<file path="src/rtl/timer_capture_defs.svh">
// Register offsets, field positions and reset values of the capture/status timer block
`ifndef TIMER_CAPTURE_DEFS_SVH
`define TIMER_CAPTURE_DEFS_SVH

`define TCS_IDX_CONTROL      8'h12
`define TCS_IDX_FLAGS        8'h13
`define TCS_IDX_CAP_HIGH     8'h14
`define TCS_IDX_CAP_LOW      8'h15
`define TCS_IDX_CMP_HIGH     8'h16
`define TCS_IDX_CMP_LOW      8'h17
`define TCS_IDX_CNT_HIGH     8'h18
`define TCS_IDX_CNT_LOW      8'h19
`define TCS_IDX_ALT_HIGH     8'h1A
`define TCS_IDX_ALT_LOW      8'h1B

`define TCS_BIT_CAP          7
`define TCS_BIT_CMP          6
`define TCS_BIT_OVF          5
`define TCS_BIT_EDGE         1
`define TCS_BIT_LEVEL        0

`define TCS_CNT_WIDTH        16
`define TCS_CNT_RESET        16'hFFFC
`define TCS_CNT_TOP          16'hFFFF
`define TCS_PRESCALE_LAST    2'h3
`define TCS_CTRL_MASK        8'hE3
`define TCS_BYTE_ZERO        8'h00
`define TCS_WORD_ZERO        32'h0000_0000
`define TCS_LOW_ADDR_BITS    2'h0

`endif

</file>
<file path="src/rtl/timer_capture_pkg.sv">
// Types shared by the capture/status timer block
package timer_capture_pkg;
    typedef struct packed {
        logic [1:0]  presc;
        logic [15:0] count;
        logic [15:0] cap_val;
        logic        cap_lock;
        logic        cap_in_d;
        logic        cap_pend;
        logic [15:0] cap_sample;
        logic [15:0] cmp_val;
        logic        cmp_lock;
        logic [7:0]  ctrl;
        logic        cap_flag;
        logic        cmp_flag;
        logic        ovf_flag;
        logic        cap_arm;
        logic        cmp_arm;
        logic        ovf_arm;
        logic        pin_level;
        logic        irq;
        logic        pready;
        logic [31:0] prdata;
        logic        pslverr;
    } tcs_state_s;
endpackage

</file>
<file path="src/rtl/timer_capture_status.sv">
// Free-running counter, status flags, input capture and compare output with APB registers
//
// Added by the designer: the APB register port.
`timescale 1ns/1ps
`include "timer_capture_defs.svh"

module timer_capture_status
    import timer_capture_pkg::*;
#(
    parameter int CNT_W = `TCS_CNT_WIDTH
)
(
    // Clock and reset
    input  wire logic        clk_sys_in,
    input  wire logic        rst_b_in,
    // APB slave
    input  wire logic        psel_in,
    input  wire logic        penable_in,
    input  wire logic        pwrite_in,
    input  wire logic [9:0]  paddr_in,
    input  wire logic [31:0] pwdata_in,
    output logic             pready_out,
    output logic [31:0]      prdata_out,
    output logic             pslverr_out,
    // Timer pins
    input  wire logic        capture_input_pin_in,
    output logic             compare_output_pin_out,
    output logic             timer_irq_out
);

    // State struct fields are fixed at the documented counter width
    if (CNT_W != `TCS_CNT_WIDTH) begin : g_width_check
        $error("Counter width must equal the state struct counter width");
    end

    tcs_state_s s_r;
    tcs_state_s s_nxt;

    logic       setup;
    logic       acc_rd;
    logic       acc_wr;
    logic       mapped;
    logic [7:0] idx;
    logic       tick;
    logic       edge_seen;
    logic       cmp_hit;
    logic       ovf_hit;
    logic [7:0] flags_byte;
    logic [7:0] rd_byte;

    always_comb begin
        s_nxt      = s_r;
        setup      = psel_in && !penable_in;
        idx        = paddr_in[9:2];
        mapped     = (paddr_in[1:0] == `TCS_LOW_ADDR_BITS) &&
                     (idx >= `TCS_IDX_CONTROL) && (idx <= `TCS_IDX_ALT_LOW);
        acc_rd     = setup && !pwrite_in && mapped;
        acc_wr     = setup && pwrite_in && mapped;
        tick       = (s_r.presc == `TCS_PRESCALE_LAST);
        // Edge detection on the selected polarity
        edge_seen  = s_r.ctrl[`TCS_BIT_EDGE] ? (capture_input_pin_in && !s_r.cap_in_d)
                                             : (!capture_input_pin_in && s_r.cap_in_d);
        cmp_hit    = tick && !s_r.cmp_lock && (s_r.cmp_val == s_r.count);
        ovf_hit    = tick && (s_r.count == `TCS_CNT_TOP);
        flags_byte = {s_r.cap_flag, s_r.cmp_flag, s_r.ovf_flag, 5'h00};

        // Counter and prescaler
        s_nxt.presc    = s_r.presc + 2'h1;
        if (tick) begin
            s_nxt.count = s_r.count + 16'h0001;
        end
        s_nxt.cap_in_d = capture_input_pin_in;

        // Capture: sample counter at edge, transfer one clock later as count plus one
        s_nxt.cap_pend = 1'b0;
        if (edge_seen) begin
            s_nxt.cap_pend   = 1'b1;
            s_nxt.cap_sample = s_r.count + 16'h0001;
        end
        if (s_r.cap_pend && !s_r.cap_lock) begin
            s_nxt.cap_val = s_r.cap_sample;
        end

        // Default answer
        s_nxt.pready  = 1'b0;
        s_nxt.pslverr = 1'b0;
        s_nxt.prdata  = `TCS_WORD_ZERO;
        rd_byte       = `TCS_BYTE_ZERO;

        // Any status access arms the overflow clear; only a status read arms the capture and compare clears
        if ((acc_rd || acc_wr) && idx == `TCS_IDX_FLAGS) begin
            if (s_r.ovf_flag) begin
                s_nxt.ovf_arm = 1'b1;
            end
            if (acc_rd) begin
                s_nxt.cap_arm = s_r.cap_flag;
                s_nxt.cmp_arm = s_r.cmp_flag;
            end
        end

        if (acc_rd) begin
            case (idx)
                `TCS_IDX_CONTROL: rd_byte = s_r.ctrl;
                `TCS_IDX_FLAGS:   rd_byte = flags_byte;
                `TCS_IDX_CAP_HIGH: begin
                    rd_byte        = s_r.cap_val[15:8];
                    s_nxt.cap_lock = 1'b1;
                end
                `TCS_IDX_CAP_LOW: begin
                    rd_byte        = s_r.cap_val[7:0];
                    s_nxt.cap_lock = 1'b0;
                    if (s_r.cap_arm) begin
                        s_nxt.cap_flag = 1'b0;
                        s_nxt.cap_arm  = 1'b0;
                    end
                end
                `TCS_IDX_CMP_HIGH: rd_byte = s_r.cmp_val[15:8];
                `TCS_IDX_CMP_LOW: begin
                    rd_byte = s_r.cmp_val[7:0];
                    if (s_r.cmp_arm) begin
                        s_nxt.cmp_flag = 1'b0;
                        s_nxt.cmp_arm  = 1'b0;
                    end
                end
                `TCS_IDX_CNT_HIGH: rd_byte = s_r.count[15:8];
                `TCS_IDX_CNT_LOW: begin
                    rd_byte = s_r.count[7:0];
                    if (s_r.ovf_arm) begin
                        s_nxt.ovf_flag = 1'b0;
                        s_nxt.ovf_arm  = 1'b0;
                    end
                end
                `TCS_IDX_ALT_HIGH: rd_byte = s_r.count[15:8];
                `TCS_IDX_ALT_LOW:  rd_byte = s_r.count[7:0];
                default:           rd_byte = `TCS_BYTE_ZERO;
            endcase
            s_nxt.prdata = {24'h000000, rd_byte};
        end

        if (acc_wr) begin
            case (idx)
                `TCS_IDX_CONTROL:  s_nxt.ctrl = pwdata_in[7:0] & `TCS_CTRL_MASK;
                `TCS_IDX_CMP_HIGH: begin
                    s_nxt.cmp_val[15:8] = pwdata_in[7:0];
                    s_nxt.cmp_lock      = 1'b1;
                end
                `TCS_IDX_CMP_LOW: begin
                    s_nxt.cmp_val[7:0] = pwdata_in[7:0];
                    s_nxt.cmp_lock     = 1'b0;
                end
                default: s_nxt.ctrl = s_r.ctrl;
            endcase
        end

        if (setup) begin
            s_nxt.pready  = 1'b1;
            s_nxt.pslverr = !mapped;
        end

        // Event sets win over clears
        if (s_r.cap_pend) begin
            s_nxt.cap_flag = 1'b1;
        end
        if (cmp_hit) begin
            s_nxt.cmp_flag  = 1'b1;
            s_nxt.pin_level = s_r.ctrl[`TCS_BIT_LEVEL];
        end
        if (ovf_hit) begin
            s_nxt.ovf_flag = 1'b1;
        end

        s_nxt.irq = (s_nxt.cap_flag && s_nxt.ctrl[`TCS_BIT_CAP]) ||
                    (s_nxt.cmp_flag && s_nxt.ctrl[`TCS_BIT_CMP]) ||
                    (s_nxt.ovf_flag && s_nxt.ctrl[`TCS_BIT_OVF]);
    end

    always_ff @(posedge clk_sys_in or negedge rst_b_in) begin
        if (!rst_b_in) begin
            s_r         <= '0;
            s_r.count   <= `TCS_CNT_RESET;
            s_r.cap_val <= '0;
        end else begin
            s_r <= s_nxt;
        end
    end

    assign pready_out             = s_r.pready;
    assign prdata_out             = s_r.prdata;
    assign pslverr_out            = s_r.pslverr;
    assign compare_output_pin_out = s_r.pin_level;
    assign timer_irq_out          = s_r.irq;

endmodule

</file>
<file path="config.mk">
export PLATFORM = sky130hd
export DESIGN_NAME = timer_capture_status
export DESIGN_NICKNAME = d
export VERILOG_FILES = /design/src/rtl/timer_capture_pkg.sv /design/src/rtl/timer_capture_status.sv
export VERILOG_INCLUDE_DIRS = /design/src /design/src/rtl
export SDC_FILE = /design/constraint.sdc
export NUM_CORES = 1
export LEC_CHECK = 0
export ABC_AREA = 1
export BUFFER_PORTS_ARGS = -buffer_cell sky130_fd_sc_hd__buf_2
export CAP_MARGIN = 30
export CORE_MARGIN = 1
export CORE_UTILIZATION = 55
export DETAILED_ROUTE_END_ITERATION = 6
export PLACE_DENSITY = 0.79
export SYNTH_ARGS = -nofsm -noshare
export SYNTH_HDL_FRONTEND = slang
export SYNTH_SLANG_ARGS = --single-unit
</file>
<file path="constraint.sdc">
create_clock -name clk_sys_in -period 1.9 [get_ports clk_sys_in]
set_input_delay 0.095 -clock clk_sys_in [delete_from_list [all_inputs] [get_ports clk_sys_in]]
set_output_delay 0.095 -clock clk_sys_in [all_outputs]
set_load 0.1 [all_outputs]
</file>
==> results.tsv <==
metric	value	unit
DRT Pass-1 Iters	6	
Synth async-reset ratio	100	%
fin crit period	1.71	ns
clock latency at the later pin of the worst-skew pair	0.37	ns
Post-Syn Instances	654	
Final Hold Vio Count	0	
# DRC	8	
Yosys top cell by area	dfrtp_1	
WS Path Type	reg2reg	
Critical Path Source Type	register	
post-route insts no fill	806	
Hold Path Depth	3	
flop and latch count out of synthesis	93	
Worst Path Required	2.15	ns
dpl hpwl	8940	µm
failing checks	design-rule violations	
worst min path class	in2reg	
Die Area	9590	µm²
number of port buffers	35	
Worst Setup End Kind	register	
core area	8810	µm²
Syn Area/Cell	7.74	µm²
top-count cell post-synth	nand2_1	
CP Data Arrival Time	1.96	ns
CTS Buffer Depth	2	
Final TNS setup	0	ns
# clock sinks	93	
Critical path origin	s_r[102]	
Slew Viols, Final	0	
TritonCTS clock tree	yes	
Post-CTS Setup Inserts	0	
pin slew with the least headroom to its limit	0.534	ns
Area Growth Syn to Fin	8.30	%
Worst Path Max Fanout	5	
status	complete, but fails checks	
RD Place Congestion	0.960	
global route overflow	0	
fillers	779	
drt total wl	11700	µm
n_diodes	0	
Die Width	97.9	µm
Leak	2.68	nW
IO Pins	84	
FF-to-FF setup slack	0.19	ns
Routed WL per cell	14.5	µm
TritonCTS buffer count	9	
post-cts resize count	0	
All-Layer GR Usage	26.3	%
WHS Endpoint	s_r[57]	
FF+latch area	2340	µm²
fin crit share	89.8	%
P per Cell Area	688	nW/µm²
final net count	743	
Setup-failing EPs final	0	
most frequent cells after synthesis	199 x nand2_1, 80 x inv_1, 79 x dfrtp_1, 55 x o21ai_0, 53 x nor2_1	
Post-synth EDFFs	0	
Multi-input gate area	2160	µm²
chip height	97.9	µm
peak supply drop	0.452	mV
Layout Utilization	62.3	%
cell row count	34	
post-synthesis cell area	5060	µm²
Placed Cells	783	
r2r startpoint	s_r[102]	
starting density of the core	57.5	%
initial antenna violation count	0	
share of cells above drive strength 1	16.9	%
vias in the first global route	4003	
top_reg_cell synth	dfrtp_1	
largest net degree at the start of global routing	36	
HP Start	pwdata_in[6]	
Synth area leaders	dfrtp_1 39%, nand2_1 15%, dfstp_2 7.3%	
Yosys Warn Count	0	
Worst R2R End	s_r[81]	
clock transition at the registers of the reported paths	0.10	ns
Rel. slew slack	64.2	%
Cell variety after synth	38	
H-tree Lvls	3	
register area share after synthesis	46.3	%
worst clock skew	0.0134	ns
Synth top area share	39.1	%
root buffer cell	clkbuf_8	
max-cap check violation count	0	
drt initial violations	305	
Antenna Violating Nets Remaining	0	
first-pass GRT wire length	19400	µm
Vias per Instance	5.18	
via count	4174	
RSZ-0062 raised after global routing	false	
R2R cell count	7	
top achievable clock speed	0.586	GHz
-- final cells by class --
cell class                 instances  share of cell area (%)
clock buffer                       9                    2.26
clock inverter                     7                    1.37
inverter                          86                    5.93
multi-input combinational        452                    39.5
sequential                        93                    42.8
tap                              108                    2.46
timing repair buffer              51                    5.75
-- critical path: stages, from the launching register on --
cell	delay, ns
dfrtp_1	0.44
ha_1	0.21
nand3_1	0.17
nor3_1	0.31
nand3_1	0.15
xor2_1	0.18
nand2_1	0.06
o21ai_0	0.08
-- where the power goes --
| part | leakage [nW] | total, mW | internal, mW | switching, mW |
|---|---|---|---|---|
| Clock | 0.104 | 1.34 | 0.615 | 0.721 |
| Sequential | 1.19 | 2.02 | 2.01 | 0.0139 |
| Combinational | 1.38 | 0.417 | 0.0613 | 0.356 |
| Total | 2.68 | 3.77 | 2.68 | 1.09 |
-- cells in the final DEF (no fill, tap or decap), drive strengths merged, types with 11 or more instances in the layout --
cell / netlist / routed
nor3: 11 / 11
buf: 39 / 44
a21oi: 14 / 14
dfrtp: 79 / 79
nand3: 31 / 31
nand2: 205 / 205
inv: 86 / 87
xor2: 12 / 12
dfstp: 14 / 14
o21ai: 73 / 73
conb: 1 / 24
nor2: 61 / 61
-- logic make-up after synthesis --
logic type / synth area share (%)
AOI/OAI and AO/OA: 10.9
xor gates and xnor gates: 2.25
adders and majority gates: 0.494
buffers and inverters: 12.7
DFF: 46.3
muxes: 0.667
other: 0.0741
and+or+nand+nor: 26.6
-- state kept, by name, summed over array words and instances, names as in the netlist --
register,flops
pslverr_out,1
s_r,78
pready_out,1
flags_byte,3
compare_output_pin_out,1
prdata_out,8
timer_irq_out,1
-- worst max path at each step --
stage                     endpoint  slack, ns  cells past startpoint
final                      s_r[81]       0.19                      7
after global routing       s_r[81]     0.0009                      7
after CTS                  s_r[81]       0.20                      7
after detailed placement   s_r[81]       0.21                      7
after global placement     s_r[81]       0.24                      7
after floorplan            s_r[81]       0.45                      7
-- metal layers --
layer	global-route usage [%]	up-vias	part of all wire, %
li1	-	2066	-
met1	34.7	1954	45
met2	44.3	130	48
met3	4.29	24	4.8
met4	8.16	0	1.9
met5	0	-	0
-- stage by stage --
stage	hold WS (ns)	power, mW	setup slack (ns)	instance area [µm²]
finish	0.0245	3.77	0.193	5480
global route	0.0293	3.91	0.000949	5480
CTS	0.00789	3.81	0.201	5480
detailed placement	0.0905	2.46	0.214	5210
global placement	0.0833	2.46	0.242	5210
floorplan	-0.201	2.40	0.454	5150
-- timing repair --
item | 4_1_cts | 5_1_grt
hold buffers | 7 | 0
hold endpoints to repair | 37 | 0
endpoints found under the setup margin | 0 | 0
No activity file was read; power rests on OpenSTA's default activity.
